**src/logic/dsc_defines.vh**
```
`ifndef DSC_DEFINES_VH
`define DSC_DEFINES_VH

// Descriptor field positions.
`define DSC_LEN_MSB 4
`define DSC_LEN_LSB 0
`define DSC_TYPE_MSB 14
`define DSC_TYPE_LSB 12
`define DSC_MAX_DIGITS 5'd31

// Data type codes.
`define DSC_T_ZONED_S 3'h0
`define DSC_T_ZONED_U 3'h1
`define DSC_T_OVP_TRAIL 3'h2
`define DSC_T_OVP_LEAD 3'h3
`define DSC_T_SEP_TRAIL 3'h4
`define DSC_T_SEP_LEAD 3'h5
`define DSC_T_PACK_S 3'h6
`define DSC_T_PACK_U 3'h7

// Sign nibbles.
`define DSC_SGN_POS 4'hc
`define DSC_SGN_NEG 4'hd
`define DSC_SGN_POS_A1 4'ha
`define DSC_SGN_POS_A2 4'he
`define DSC_SGN_NEG_A 4'hb
`define DSC_SGN_UNS 4'hf

// Operation codes on the command port.
`define DSC_OP_LOAD 2'h0
`define DSC_OP_STORE 2'h1

`endif

```
**src/logic/dsc_desc_decode.v**
```verilog
`timescale 1ns/1ps
`include "dsc_defines.vh"

// Splits a two-word descriptor into length, type, address and byte count.
module dsc_desc_decode (
  // Descriptor words
  input wire [15:0] word0,
  input wire [15:0] word1,
  input wire packed_class,
  // Decoded fields
  output wire [4:0] len,
  output wire [2:0] dtype,
  output wire [15:0] addr,
  output wire [4:0] nbytes,
  output wire type_ok
);
  assign len = word0[`DSC_LEN_MSB:`DSC_LEN_LSB];
  assign dtype = word0[`DSC_TYPE_MSB:`DSC_TYPE_LSB];
  assign addr = word1;
  assign nbytes = {1'b0, len[4:1]} + 5'h01;
  // Reserved codes are flagged only; behaviour with them is left open.
  assign type_ok = packed_class ? (dtype[2:1] == 2'b11) : (dtype[2:1] != 2'b11);
endmodule

```
**src/logic/dsc_packed_codec.v**
```verilog
// Decided for this implementation: the plain strobed port and the address map.
`timescale 1ns/1ps
`include "dsc_defines.vh"

// How it works
// - Strings hold 0 to 31 digits in whole bytes, signed or unsigned.
// - Each digit is a four-bit binary nibble, 0000 through 1001.
// - Source strings are not checked; invalid encodings give unpredictable results.
// - Zero magnitude reads alike for any sign; zero results are stored positive.
// - Spare leading destination digits are written as zero.
// - Digits that do not fit are dropped and decimal overflow is raised.
// - Overflow of a negative result with no digit kept stores negative zero.
// - Zero-length destination stores no digits; packed keeps sign; nonzero overflows.
// - Each operand may use any type of its class independently.
// - A descriptor is two words, from registers or from memory.
// - Digit count is bits 4 to 0 of word one, unsigned.
// - Type is bits 14 to 12; word two is the top digit's byte address.
// - Numeric types: 000 to 101 defined, 110 and 111 reserved.
// - Packed types: 110 signed, 111 unsigned, the rest reserved.
// - Last byte holds the sign low and the lowest digit high.
// - Signed packed reads c,a,e,f positive and d,b negative; writes c or d.
// - Unsigned packed uses sign nibble f both ways.
// - Other bytes keep the higher digit high; odd length starts high.
// - Even length starts low in the first byte; its high nibble is zero.
// - Byte count is digit count divided by two plus one.
// - Zero length packed is one byte: zero high nibble, sign low.
module dsc_packed_codec (
  // Clock and reset
  input wire clk_sys,
  input wire arst_n,
  // Command from instruction sequencing
  input wire cmd_valid,
  input wire [1:0] cmd_op,
  input wire inline_form,
  input wire [15:0] reg_word0,
  input wire [15:0] reg_word1,
  input wire [15:0] desc_ptr,
  input wire [127:0] res_digits,
  input wire res_neg,
  // Memory byte port, read data returned in the cycle the read strobe stands
  output reg [15:0] mem_addr,
  output reg mem_rd,
  output reg mem_wr,
  output reg mem_word,
  output reg [15:0] mem_wdata,
  input wire [15:0] mem_rdata,
  // Results
  output reg busy,
  output reg done,
  output reg [127:0] src_digits,
  output reg src_neg,
  output reg src_zero,
  output reg overflow,
  output reg type_bad,
  output reg [4:0] desc_len,
  output reg [2:0] desc_type
);
  localparam ST_IDLE = 3'h0;
  localparam ST_DW0 = 3'h1;
  localparam ST_DW1 = 3'h2;
  localparam ST_DW1W = 3'h3;
  localparam ST_GO = 3'h4;
  localparam ST_RD = 3'h5;
  localparam ST_WR = 3'h6;
  localparam ST_END = 3'h7;

  reg [2:0] st_r;
  reg op_store_r;
  reg [15:0] w0_r;
  reg [15:0] w1_r;
  reg [4:0] idx_r;
  reg [127:0] dig_r;
  reg neg_r;
  reg ovf_r;

  wire [4:0] d_len;
  wire [2:0] d_type;
  wire [15:0] d_addr;
  wire [4:0] d_nbytes;
  wire d_ok;
  wire [3:0] s_nib;
  wire s_neg;
  wire [3:0] w_nib;

  dsc_desc_decode u_dec (
    .word0(w0_r),
    .word1(w1_r),
    .packed_class(1'b1),
    .len(d_len),
    .dtype(d_type),
    .addr(d_addr),
    .nbytes(d_nbytes),
    .type_ok(d_ok)
  );

  // Digit nibble n, counted from the least significant digit.
  function [3:0] dig_at;
    input [127:0] v;
    input [5:0] n;
    begin
      dig_at = v[{n[4:0], 2'b00} +: 4];
    end
  endfunction

  // Result digits above the destination length, used for overflow.
  function lost_digits;
    input [127:0] v;
    input [4:0] len;
    integer k;
    begin
      lost_digits = 1'b0;
      for (k = 0; k < 32; k = k + 1) begin
        if (k >= len && v[4*k +: 4] != 4'h0) begin
          lost_digits = 1'b1;
        end
      end
    end
  endfunction

  // Digits within the destination length, all zero after truncation.
  function kept_zero;
    input [127:0] v;
    input [4:0] len;
    integer k;
    begin
      kept_zero = 1'b1;
      for (k = 0; k < 32; k = k + 1) begin
        if (k < len && v[4*k +: 4] != 4'h0) begin
          kept_zero = 1'b0;
        end
      end
    end
  endfunction

  // Byte index b from the low address; digit positions of its two nibbles.
  // For byte b the high nibble holds digit 2*(nbytes-1-b), the low nibble one less.
  wire [4:0] byte_from_end = d_nbytes - 5'h01 - idx_r;
  wire [5:0] hi_pos = {byte_from_end, 1'b0};
  wire [5:0] lo_pos = {byte_from_end, 1'b0} - 6'h01;
  wire last_byte = (idx_r == d_nbytes - 5'h01);
  wire is_uns = (d_type == `DSC_T_PACK_U);
  // Positions at or above the length are fill and read as zero.
  wire [3:0] rd_hi_nib = mem_rdata[7:4];
  wire [3:0] rd_lo_nib = mem_rdata[3:0];
  assign s_nib = rd_lo_nib;

  dsc_sign_code u_sgn (
    .src_nib(s_nib),
    .src_unsigned(is_uns),
    .src_neg(s_neg),
    .res_neg(neg_r),
    .dst_unsigned(is_uns),
    .dst_nib(w_nib)
  );

  // Write byte assembly: fill positions beyond the length with zero.
  wire [5:0] len6 = {1'b0, d_len};
  wire [3:0] wr_hi = (hi_pos < len6) ? dig_at(dig_r, hi_pos) : 4'h0;
  wire [3:0] wr_lo = (lo_pos < len6) ? dig_at(dig_r, lo_pos) : 4'h0;
  wire [7:0] wr_byte = last_byte ? {wr_hi, w_nib} : {wr_hi, wr_lo};

  always @(posedge clk_sys or negedge arst_n) begin
    if (!arst_n) begin
      st_r <= ST_IDLE;
      op_store_r <= 1'b0;
      w0_r <= 16'h0000;
      w1_r <= 16'h0000;
      idx_r <= 5'h00;
      dig_r <= 128'h0;
      neg_r <= 1'b0;
      ovf_r <= 1'b0;
      mem_addr <= 16'h0000;
      mem_rd <= 1'b0;
      mem_wr <= 1'b0;
      mem_word <= 1'b0;
      mem_wdata <= 16'h0000;
      busy <= 1'b0;
      done <= 1'b0;
      src_digits <= 128'h0;
      src_neg <= 1'b0;
      src_zero <= 1'b1;
      overflow <= 1'b0;
      type_bad <= 1'b0;
      desc_len <= 5'h00;
      desc_type <= 3'h0;
    end else begin
      mem_rd <= 1'b0;
      mem_wr <= 1'b0;
      done <= 1'b0;
      case (st_r)
        ST_IDLE: begin
          if (cmd_valid) begin
            busy <= 1'b1;
            op_store_r <= (cmd_op == `DSC_OP_STORE);
            dig_r <= res_digits;
            neg_r <= res_neg;
            idx_r <= 5'h00;
            if (inline_form) begin
              mem_addr <= desc_ptr;
              mem_rd <= 1'b1;
              mem_word <= 1'b1;
              st_r <= ST_DW0;
            end else begin
              w0_r <= reg_word0;
              w1_r <= reg_word1;
              st_r <= ST_GO;
            end
          end
        end
        ST_DW0: begin
          w0_r <= mem_rdata;
          mem_addr <= mem_addr + 16'h0002;
          mem_rd <= 1'b1;
          st_r <= ST_DW1;
        end
        ST_DW1: begin
          w1_r <= mem_rdata;
          st_r <= ST_DW1W;
        end
        ST_DW1W: begin
          st_r <= ST_GO;
        end
        ST_GO: begin
          // Either packed type may serve any operand of a packed command.
          desc_len <= d_len;
          desc_type <= d_type;
          type_bad <= !d_ok;
          mem_word <= 1'b0;
          mem_addr <= d_addr;
          if (op_store_r) begin
            // Sign is forced positive when the kept digits are all zero,
            // unless overflow took nonzero digits away from a negative result.
            ovf_r <= lost_digits(dig_r, d_len);
            neg_r <= neg_r && !is_uns && (!kept_zero(dig_r, d_len) ||
              lost_digits(dig_r, d_len));
            st_r <= ST_WR;
          end else begin
            src_digits <= 128'h0;
            mem_rd <= 1'b1;
            st_r <= ST_RD;
          end
        end
        ST_RD: begin
          // Read data of the byte addressed in this cycle stands now; no validation.
          if (hi_pos < len6) begin
            src_digits[{hi_pos[4:0], 2'b00} +: 4] <= rd_hi_nib;
          end
          if (!last_byte && lo_pos < len6) begin
            src_digits[{lo_pos[4:0], 2'b00} +: 4] <= rd_lo_nib;
          end
          if (last_byte) begin
            src_neg <= s_neg;
            st_r <= ST_END;
          end else begin
            idx_r <= idx_r + 5'h01;
            mem_addr <= mem_addr + 16'h0001;
            mem_rd <= 1'b1;
          end
        end
        ST_WR: begin
          mem_wr <= 1'b1;
          mem_wdata <= {8'h00, wr_byte};
          if (idx_r != 5'h00) begin
            mem_addr <= mem_addr + 16'h0001;
          end
          if (last_byte) begin
            st_r <= ST_END;
          end else begin
            idx_r <= idx_r + 5'h01;
          end
        end
        ST_END: begin
          if (!op_store_r) begin
            // Zero magnitude reads as positive whatever its sign nibble.
            src_zero <= (src_digits == 128'h0);
            src_neg <= src_neg && (src_digits != 128'h0);
          end
          overflow <= op_store_r && ovf_r;
          busy <= 1'b0;
          done <= 1'b1;
          st_r <= ST_IDLE;
        end
        default: begin
          st_r <= ST_IDLE;
        end
      endcase
    end
  end
endmodule

```
**src/logic/dsc_sign_code.v**
```verilog
`timescale 1ns/1ps
`include "dsc_defines.vh"

// Sign nibble decode for sources and encode for destinations.
module dsc_sign_code (
  // Source side
  input wire [3:0] src_nib,
  input wire src_unsigned,
  output wire src_neg,
  // Destination side
  input wire res_neg,
  input wire dst_unsigned,
  output wire [3:0] dst_nib
);
  // Unsigned strings are never negative; signed accept preferred and alternates.
  assign src_neg = !src_unsigned &&
    (src_nib == `DSC_SGN_NEG || src_nib == `DSC_SGN_NEG_A);
  assign dst_nib = dst_unsigned ? `DSC_SGN_UNS :
    (res_neg ? `DSC_SGN_NEG : `DSC_SGN_POS);
endmodule
```
**config.mk**
```make
export PLATFORM = sky130hd
export DESIGN_NAME = dsc_packed_codec
export DESIGN_NICKNAME = d
export VERILOG_FILES = /design/src/logic/dsc_desc_decode.v /design/src/logic/dsc_packed_codec.v /design/src/logic/dsc_sign_code.v
export VERILOG_INCLUDE_DIRS = /design/src /design/src/logic
export SDC_FILE = /design/constraint.sdc
export NUM_CORES = 1
export LEC_CHECK = 0
export BUFFER_PORTS_ARGS = -buffer_cell sky130_fd_sc_hd__buf_2
export CAP_MARGIN = 20
export CORE_MARGIN = 3
export CORE_UTILIZATION = 30
export DETAILED_ROUTE_END_ITERATION = 8
export PLACE_DENSITY = 0.51
export SLEW_MARGIN = 20
export SYNTH_ARGS = -nofsm -noshare
export SYNTH_HDL_FRONTEND = slang
export SYNTH_HIERARCHICAL = 1
export SYNTH_SLANG_ARGS = --single-unit
```
**constraint.sdc**
```tcl
create_clock -name clk_sys -period 4.94 [get_ports clk_sys]
set_clock_uncertainty 0.05 [all_clocks]
set_input_delay 0.247 -clock clk_sys [delete_from_list [all_inputs] [get_ports clk_sys]]
set_output_delay 0.247 -clock clk_sys [all_outputs]
set_load 0.01 [all_outputs]
```
Word-level counts from Yosys, hierarchy flattened --
Index checks and enable logic that the tools add are counted.
Word-level totals: register bits after elaboration 339, logic and storage cells 374, output and inout port bits 177
Operators by class: shift operators 6, bitwise gates (word level) 1, mux-type cells 116, $add $sub $neg 9, $lt $le $gt $ge 64, eq/ne operators 24, reduce and logical (&&, ||, !) cells 132
Operators by type and width (count):
- 128-bit two-way mux | 4
- 128-bit bitwise mux | 2
- 128-bit case mux with 2 select lines | 1
- 4-bit by 9-bit variable shift with 128-bit output, first input constant | 2
- 128-bit by 8-bit variable part select with 4-bit output | 2
- 4-bit by 9-bit variable part select with 128-bit output | 2
- 128-bit logical NOT | 1
- 128-bit nonzero test | 1
- 4-bit nonzero test | 32
- 16-bit two-way mux | 6
- 1-bit two-way mux | 81
- 16-bit case mux with 5 select lines | 1
- 5-bit greater-or-equal comparator, first input constant | 15
- 5-bit < comparator, first input constant | 15
- 1-bit logical AND | 68
- 4-bit by 5-bit greater-or-equal comparator with 1-bit output, first input constant | 8
- 4-bit by 5-bit < comparator with 1-bit output, first input constant | 8
- 16-bit case mux with 2 select lines | 1
- 15-bit two-way mux | 2
- 15-bit case mux with 2 select lines | 1
- 3-bit case mux with 7 select lines | 1
- 3-bit by 5-bit greater-or-equal comparator with 1-bit output, first input constant | 4
- 3-bit by 5-bit < comparator with 1-bit output, first input constant | 4
- 2-bit inequality test, second input constant | 10
- 38 further kinds | 80

Depth between registers and ports, before layout --
Gate-level depths: netlist of run 1.
word-level depth 40, gate-level depth with buffers 18, mapped depth without buffers 15

Cells and area by module --
The synthesis of run 1 kept the hierarchy.
Modules (own cells, without submodules):
- dsc_packed_codec | sequential area each 8509.4 um^2, times used 1, area each 17683.2 um^2, cells each 1901
- dsc_desc_decode | sequential area each 0.0 um^2, times used 1, area each 239.0 um^2, cells each 32
- dsc_sign_code | sequential area each 0.0 um^2, times used 1, area each 55.1 um^2, cells each 8

Worst setup path after synthesis of run 1 --
Ideal clock, no wire load.
path type register to register, start reg w0_r[1], end reg src_digits[100], path buffers 2, path slack 379 ps, stages on the path, launching flop included 17, arrival time 4390 ps, library setup time 121 ps, data required time 4769 ps, cells stage by stage dfrtp_1 > ha_1 > inv_1 > ha_1 > fa_1 > clkbuf_1 > buf_1 > inv_1 > ha_1 > ha_1 > nor2b_1 > o21ai_0 > nand2b_1 > a211o_1 > nor2_1 > o21ai_0 > a22o_1
Between the ends: word-level cells in the longest chain between the ends 11
RTL lines:
- from (decl) | RTL line dsc_packed_codec.v:69 | reg [15:0] w0_r;
- from (signal assigned) | RTL line dsc_packed_codec.v:204 | w0_r <= reg_word0;
- from (signal assigned) | RTL line dsc_packed_codec.v:211 | w0_r <= mem_rdata;
- 4-bit by 1-bit adder with 5-bit output * | RTL line dsc_desc_decode.v:20 | assign nbytes = {1'b0, len[4:1]} + 5'h01;
- via d_nbytes[1] | RTL line dsc_packed_codec.v:79 | wire [4:0] d_nbytes;
- 5-bit by 1-bit subtractor with 5-bit output * | RTL line dsc_packed_codec.v:137, dsc_packed_codec.v:140
- branches (longest 7 deep; another with 7-bit negator with 9-bit output)
- 128-bit two-way mux * | RTL line dsc_packed_codec.v:248 | if (!last_byte && lo_pos < len6) begin
- 128-bit case mux with 2 select lines * | RTL line dsc_packed_codec.v:190 | case (st_r)
- to (signal, indexed assignment) | RTL line dsc_packed_codec.v:246 | src_digits[{hi_pos[4:0], 2'b00} +: 4] <= rd_hi_nib;
- to (signal, indexed assignment) | RTL line dsc_packed_codec.v:249 | src_digits[{lo_pos[4:0], 2'b00} +: 4] <= rd_lo_nib;
- to (decl) | RTL line dsc_packed_codec.v:50 | output reg [127:0] src_digits,
Mark *: on every way through the listed nets, which the timed path passes. The select of a mux whose other input is x is not followed. A chain may end at the register's enable or synchronous reset.

Final worst setup path of run 1 --
start reg w0_r[1], end reg mem_wdata[0]
Between the ends: word-level cells in the longest chain between the ends 7
RTL lines:
- 4-bit by 1-bit adder with 5-bit output * | RTL line dsc_desc_decode.v:20
- via d_nbytes[1] | RTL line dsc_packed_codec.v:79
- 5-bit by 1-bit subtractor with 5-bit output * | RTL line dsc_packed_codec.v:137, dsc_packed_codec.v:140
- 5-bit subtractor | RTL line dsc_packed_codec.v:137 | wire [4:0] byte_from_end = d_nbytes - 5'h01 - idx_r;
- 6-bit by 1-bit subtractor with 6-bit output | RTL line dsc_packed_codec.v:139 | wire [5:0] lo_pos = {byte_from_end, 1'b0} - 6'h01;
- 128-bit by 8-bit variable part select with 4-bit output / 6-bit by 5-bit < comparator with 1-bit output (equally long branches) | RTL line dsc_packed_codec.v:101, dsc_packed_codec.v:159
- 4-bit two-way mux | RTL line dsc_packed_codec.v:159 | wire [3:0] wr_lo = (lo_pos < len6) ? dig_at(dig_r, lo_pos) : 4'h0;
- 4-bit two-way mux * | RTL line dsc_packed_codec.v:160 | wire [7:0] wr_byte = last_byte ? {wr_hi, w_nib} : {wr_hi, wr_lo};
- to (signal assigned) | RTL line dsc_packed_codec.v:262 | mem_wdata <= {8'h00, wr_byte};
- to (decl) | RTL line dsc_packed_codec.v:45 | output reg [15:0] mem_wdata,
The timed path passes the listed nets; every way through them passes the cells marked *.

==> run summary, run 1 <==
number of global-route vias before repair -> 16471
Setup WS post-layout -> 0.3378 ns
layout cell share with drive strength beyond 1 -> 22.50%
Total Routing Usage GR -> 21.36%
clk root buf -> clkbuf_16
final hold violations -> 0
setup TNS -> 0 ns
CTS tree -> built
final wirelength -> 66630 um
Critical Path End Type -> flop
Hold Crit Class -> in -> reg
Post-CTS Resized -> 0
H-tree levels -> 2
Rows -> 88
die width -> 248.4 um
vias per inst -> 5.060
commonest non-fill, non-tap cell in the layout -> nand2_1
routability cong. -> 0.9005
WL per Instance -> 20.87 um
I/O pin count -> 376
clk buf depth -> 3
clock sinks -> 332
critical path data arrival time -> 5.04 ns
Placed Instance Area -> 20090 sq um
most frequent cells in the layout -> nand2_1 (653), buf_2 (358), dfrtp_1 (331)
DRT Pass-1 Iters -> 6
vias -> 16151
CTS clock-pin slew for the worst setup and hold paths -> 0.06 ns
pre-CTS WS -> 0.3736 ns
number of diodes -> 0
GRT overflow -> 0
dpl hpwl -> 49000 um
Data required, critical path -> 5.37 ns
Port-buffer cells -> 359
Setup crit start kind -> flop
Initial Util -> 30.44%
Worst Tran Pin Value -> 1.132 ns
critical path fanouts, max -> 12
Rel. slew slack -> 24.55%
first-pass GRT wire length -> 100900 um
DRC viols -> 0
worst hold slack -> 0.04020 ns
initial DRC count -> 1236
initial antenna violation count -> 1
CORE AREA -> 57920 sq um
clock latency on the worst-skew pair -> 0.58 ns
kind of critical path -> reg -> reg
final slew viol count -> 0
remaining antenna violation count -> 0
clock buffer count from CTS -> 42
Mapped Cells -> 1909
Final Cycle Share -> 93.16%
nets -> 2616
run status -> complete, no violations
f_max -> 217.3 MHz
Area growth syn-to-layout -> 32.78%
Syn Std Cell Area -> 17630 sq um
RSZ-0062 raised after global routing -> no
max-cap viol count -> 0
fin area -> 23400 sq um
Avg Inst Size Synth -> 9.234 sq um
minimum clock period -> 4.602 ns
largest net degree at the start of global routing -> 130
Final setup violation count -> 0
die height -> 248.4 um
yosys warns -> 6
Die Footprint -> 61700 sq um
-- metal layers --
| layer | wire [um] | up-vias | GRT usage [%] | share of wire (%) |
|---|---|---|---|---|
| met2 | 32620 | 583 | 36.29 | 49 |
| li1 | - | 7584 | - | - |
| met1 | 28040 | 7895 | 27.65 | 42 |
| met5 | 9 | - | 0 | 0.014 |
| met3 | 4394 | 87 | 4.230 | 6.6 |
| met4 | 1567 | 2 | 6.092 | 2.4 |
-- worst paths after layout --
| path | depth (start not counted) | slack (ns) | from | end |
|---|---|---|---|---|
| worst max-delay path | 15 | 0.34 | w0_r[1] | mem_wdata[0] |
| worst min-delay path | 3 | 0.04 | desc_ptr[9] | mem_addr[9] |
| max in group asynchronous | 3 | 3.23 | arst_n | dig_r[36] |
| min in group asynchronous | 2 | 0.23 | arst_n | w1_r[11] |
| worst max register to register | 15 | 0.34 | w0_r[1] | mem_wdata[0] |
| worst min register to register | 2 | 0.43 | desc_len[4] | desc_len[4] |
-- cell type report --
class                   count  area [sq um]
well taps                 765         957.2
clock inverters            21         345.3
clock buffers              57          1187
multi-input cells        1412          8600
inverters                  34         127.6
repair buffers            571          3879
flip-flops and latches    332          8309
fillers                  5789         34510
-- stage by stage --
| step | instances | util, % |
|---|---|---|
| after floorplan | 1917 | - |
| after global placement | 2936 | 34.67 |
| after detailed placement | 2937 | 34.69 |
| after CTS | 3192 | 40.39 |
| after global routing | 3192 | 40.41 |
| final | 3192 | 40.41 |
-- flip-flops by register name (all words and copies together) (netlist names), 3 cells and up --
register	count
idx_r	5
desc_type	3
mem_addr	16
src_digits	128
w1_r	16
st_r	3
dig_r	128
w0_r	8
mem_wdata	8
desc_len	5
-- worst max-delay path, stage by stage (launching register included) --
cell and delay [ns]:
dfrtp_1 0.40, ha_1 0.30, inv_1 0.05, ha_1 0.30, fa_1 0.62, buf_4 0.24
nand2_1 0.13, nor2_2 0.21, xnor2_4 0.23, inv_2 0.18, ha_1 0.31, a211o_1 0.43
nor3_4 0.49, buf_4 0.31, a22oi_1 0.08, a21oi_1 0.15
-- timing repair --
action                                 in CTS  in global routing
buffers inserted                            0                  0
hold buffers                              177                  0
endpoints found under the hold margin     269                  0
Power of run 1 is left out: the tool's default activity adds up to more than one toggle a clock period on the data nets, which glitch-free logic cannot reach.
==> inputs of run 2 (changes only) <==
BUFFER_PORTS_ARGS = unset   (was -buffer_cell sky130_fd_sc_hd__buf_2)
DONT_BUFFER_PORTS = 1   (was unset)
PLACE_DENSITY = 0.46   (was 0.51)
==> run summary, run 2 (same netlist as run 1, synthesis figures left out) <==
WL per Instance -> 22.94 um
final slew viol count -> 0
minimum clock period -> 4.613 ns
reg2reg path depth -> 15
Total Routing Usage GR -> 20.67%
worst r2r src -> w0_r[1]
commonest non-fill, non-tap cell in the layout -> nand2_1
Initial Util -> 30.44%
Slowest cell on crit path -> a211o_1
I/O pin count -> 376
clock latency on the worst-skew pair -> 0.57 ns
critical path data arrival time -> 5.01 ns
Post-CTS Resized -> 0
worst hold slack -> -0.6759 ns
Post-CTS Hold Buffers -> 196
Worst Tran Pin Value -> 1.146 ns
clock buffer count from CTS -> 41
kind of critical path -> reg -> reg
most frequent cells in the layout -> nand2_1 (653), dfrtp_1 (331), dlygate4sd3_1 (196)
vias -> 14895
cell chain of the critical path -> ha_1 -> inv_1 -> ha_1 -> xor2_1 -> ha_1 -> nor2_1 -> a21oi_1 -> xor2_2 -> xnor2_4 -> inv_2 -> ha_1 -> a211o_1 -> nor2_1 -> o21ai_0 -> a22o_1
layout cell share with drive strength beyond 1 -> 8.637%
die width -> 248.4 um
Final setup violation count -> 0
GRT overflow -> 0
Rel. slew slack -> 22.92%
end of the critical path -> src_digits[100]
run status -> complete, but fails checks
final hold violations -> 332
vias per inst -> 5.224
die height -> 248.4 um
failing checks -> negative hold slack
max-cap viol count -> 0
CTS tree -> built
clk root buf -> clkbuf_16
Worst R2R Setup Slack -> 0.33 ns
setup TNS -> 0 ns
Hold Crit Class -> in -> async
initial DRC count -> 1016
first-pass GRT wire length -> 96220 um
Data required, critical path -> 5.34 ns
routability cong. -> 0.8679
Port-buffer cells -> 0
number of global-route vias before repair -> 15399
worst reg2reg path endpoint -> src_digits[100]
Top cell by count, worst path -> ha_1
Top Registers -> dig_r (128), src_digits (128)
f_max -> 216.8 MHz
Setup crit start kind -> flop
Post-CTS Setup Inserts -> 0
clk buf depth -> 3
final wirelength -> 65410 um
CORE AREA -> 57920 sq um
H-tree levels -> 2
Critical Path End Type -> flop
RSZ-0062 raised after global routing -> no
critical path fanouts, max -> 9
Die Footprint -> 61700 sq um
Worst Setup SP -> w0_r[1]
remaining antenna violation count -> 0
CTS clock-pin slew for the worst setup and hold paths -> 0.06 ns
Rows -> 88
initial antenna violation count -> 3
Area growth syn-to-layout -> 22.59%
largest net degree at the start of global routing -> 333
delay of the slowest critical-path stage -> 0.45 ns
Final Cycle Share -> 93.38%
clock sinks -> 332
dpl hpwl -> 47400 um
nets -> 2274
DRC viols -> 0
DRT Pass-1 Iters -> 6
-- run 2: final cells by class --
class	count	area, sq um
clock inverters	13	171.4
diodes	2	5.005
fillers	5804	36310
repair buffers	230	2217
multi-input cells	1412	8603
inverters	34	127.6
well taps	765	957.2
flip-flops and latches	332	8309
clock buffers	63	1219
-- run 2: how the worst min path moves through the flow --
stage	startpoint	endpoint	slack, ns	cells past startpoint
final	arst_n	mem_addr[6]	-0.68	0
after global routing	arst_n	mem_addr[6]	-0.71	0
after CTS	arst_n	mem_addr[7]	-0.70	0
after detailed placement	arst_n	mem_addr[7]	-0.08	0
after global placement	arst_n	mem_addr[7]	-0.09	0
after floorplan	arst_n	busy	-0.1	0
-- run 2: worst max-delay path, delay by kind of cell, from the launching register on --
| kind | cells | cell delay, ns |
|---|---|---|
| AO/OA/AOI/OAI | 4 | 1.36 |
| adder cells (fa/ha/maj) | 4 | 1.11 |
| XOR/XNOR | 3 | 0.80 |
| AND/OR/NAND/NOR | 2 | 0.54 |
| flip-flops | 1 | 0.39 |
| buffers and inverters | 2 | 0.25 |
-- run 2: routing by layer --
layer / share of wire (%) / track usage, % / vias to the layer above
li1: - / - / 6914
met1: 41 / 25.95 / 7301
met2: 48 / 34.66 / 566
met3: 7.8 / 4.704 / 114
met4: 3.6 / 7.935 / 0
met5: 0 / 0 / -
-- run 2: stage by stage --
stage	hold WS, ns	util, %	area (sq um)	setup slack (ns)	instances
6_report	-0.6759	37.31	21610	0.3271	2851
3_5_place_dp	-0.08384	31.52	18250	0.4315	2577
5_1_grt	-0.7104	37.31	21610	0.1663	2851
3_3_place_gp	-0.08553	31.50	18240	0.4806	2577
4_1_cts	-0.7039	37.30	21600	0.4051	2849
2_1_floorplan	-0.09859	-	17660	0.3795	1917
Power of run 2 is left out for the same reason.
==> inputs of run 3 (changes only) <==
PLACE_DENSITY = 0.47   (was 0.46)
clock period = 4 ns   (was 4.94 ns; I/O delays follow)
==> run summary, run 3 (same netlist as run 1, synthesis figures left out) <==
run status -> complete, but fails checks
failing checks -> negative hold slack
final wirelength -> 65570 um
RSZ-0062 raised after global routing -> no
f_max -> 261.2 MHz
pre-CTS WS -> 0.06245 ns
Filler cells -> 5846
clock buffer count from CTS -> 41
met1 wire length -> 27380 um
DRC viols -> 0
initial antenna violation count -> 1
FF/Latch Area -> 8309 sq um
CORE AREA -> 57920 sq um
Worst Tran Pin Value -> 1.079 ns
Port-buffer cells -> 0
initial DRC count -> 936
layout cell share with drive strength beyond 1 -> 11.17%
commonest non-fill, non-tap cell in the layout -> nand2_1
vias -> 15152
Hold Crit Class -> in -> async
max-cap viol count -> 0
clk root buf -> clkbuf_16
Post-CTS Hold Buffers -> 196
critical path fanouts, max -> 8
I/O pin count -> 376
clock sinks -> 332
Multi-input gate area -> 8686 sq um
number of global-route vias before repair -> 15404
CTS clock-pin slew for the worst setup and hold paths -> 0.06 ns
dpl hpwl -> 47740 um
Total Routing Usage GR -> 20.66%
final slew viol count -> 0
die width -> 248.4 um
most frequent cells in the layout -> nand2_1 (653), dfrtp_1 (331), dlygate4sd3_1 (196)
WL per Instance -> 22.64 um
Rel. slew slack -> 27.39%
met2 WL -> 31830 um
routability cong. -> 0.8695
Max Used Layer -> met4
GRT overflow -> 0
kind of critical path -> reg -> reg
Setup WS post-layout -> 0.1717 ns
H-tree levels -> 2
vias per inst -> 5.232
clk buf depth -> 3
final std cells w/o fill -> 2896
worst hold slack -> -0.7102 ns
Rows -> 88
clock latency on the worst-skew pair -> 0.58 ns
remaining antenna violation count -> 0
largest net degree at the start of global routing -> 333
nets -> 2322
Die Footprint -> 61700 sq um
Top Registers -> dig_r (128), src_digits (128)
metal3 WL -> 4334 um
placed insts -> 2622
Critical Path End Type -> flop
Final setup violation count -> 0
setup TNS -> 0 ns
Final Cycle Share -> 95.71%
Setup crit start kind -> flop
die height -> 248.4 um
critical path data arrival time -> 4.28 ns
minimum clock period -> 3.828 ns
Initial Util -> 30.44%
CTS tree -> built
Data required, critical path -> 4.45 ns
Area growth syn-to-layout -> 25.35%
final hold violations -> 332
first-pass GRT wire length -> 96460 um
DRT Pass-1 Iters -> 5
-- run 3: what timing repair did --
item,CTS,global route
endpoints found under the setup margin,0,79
buffers inserted,0,3
endpoints found under the hold margin,620,332
resized for setup,0,18
-- run 3: final cells by class --
type                    instances  area share (%)
inverters                      34          0.5776
multi-input cells            1412           39.31
well taps                     765           4.332
repair buffers                278           11.81
clock buffers                  63           5.515
diodes                          1         0.01133
clock inverters                11          0.8381
flip-flops and latches        332           37.60
-- run 3: routing by layer --
layer	vias to the layer above	track usage, %
li1	6988	-
met1	7483	26.39
met2	561	35.05
met3	120	4.306
met4	0	6.485
met5	-	0
-- run 3: final timing paths --
kind | startpoint | to | slack, ns | cells after the start
min in group clk_sys | cmd_valid | busy | 0.03 | 3
worst max register to register | w0_r[2] | src_digits[42] | 0.17 | 14
worst max-delay path | w0_r[2] | src_digits[42] | 0.17 | 14
max in group asynchronous | arst_n | mem_wdata[4] | 3.89 | 0
worst min-delay path | arst_n | mem_addr[8] | -0.71 | 0
worst min register to register | w1_r[14] | w1_r[14] | 0.44 | 2
-- run 3: stage by stage --
| step | cell area [sq um] | util, % | hold slack, ns |
|---|---|---|---|
| CTS | 21990 | 37.97 | -0.7579 |
| detailed placement | 18620 | 32.16 | -0.1352 |
| global route | 22100 | 38.15 | -0.7477 |
| finish | 22100 | 38.15 | -0.7102 |
| floorplan | 17710 | - | -0.1456 |
| global placement | 18620 | 32.16 | -0.1347 |
-- run 3: critical path, stage by stage (launching register included) --
cell     delay [ns]
dfrtp_1        0.39
ha_1           0.32
inv_2          0.07
ha_4           0.20
fa_2           0.60
inv_1          0.10
buf_4          0.15
ha_1           0.27
o21a_1         0.11
o21a_1         0.17
o21ai_1        0.30
nand4_1        0.15
buf_4          0.22
nor2_1         0.40
mux2i_1        0.25
Power of run 3 is left out for the same reason.
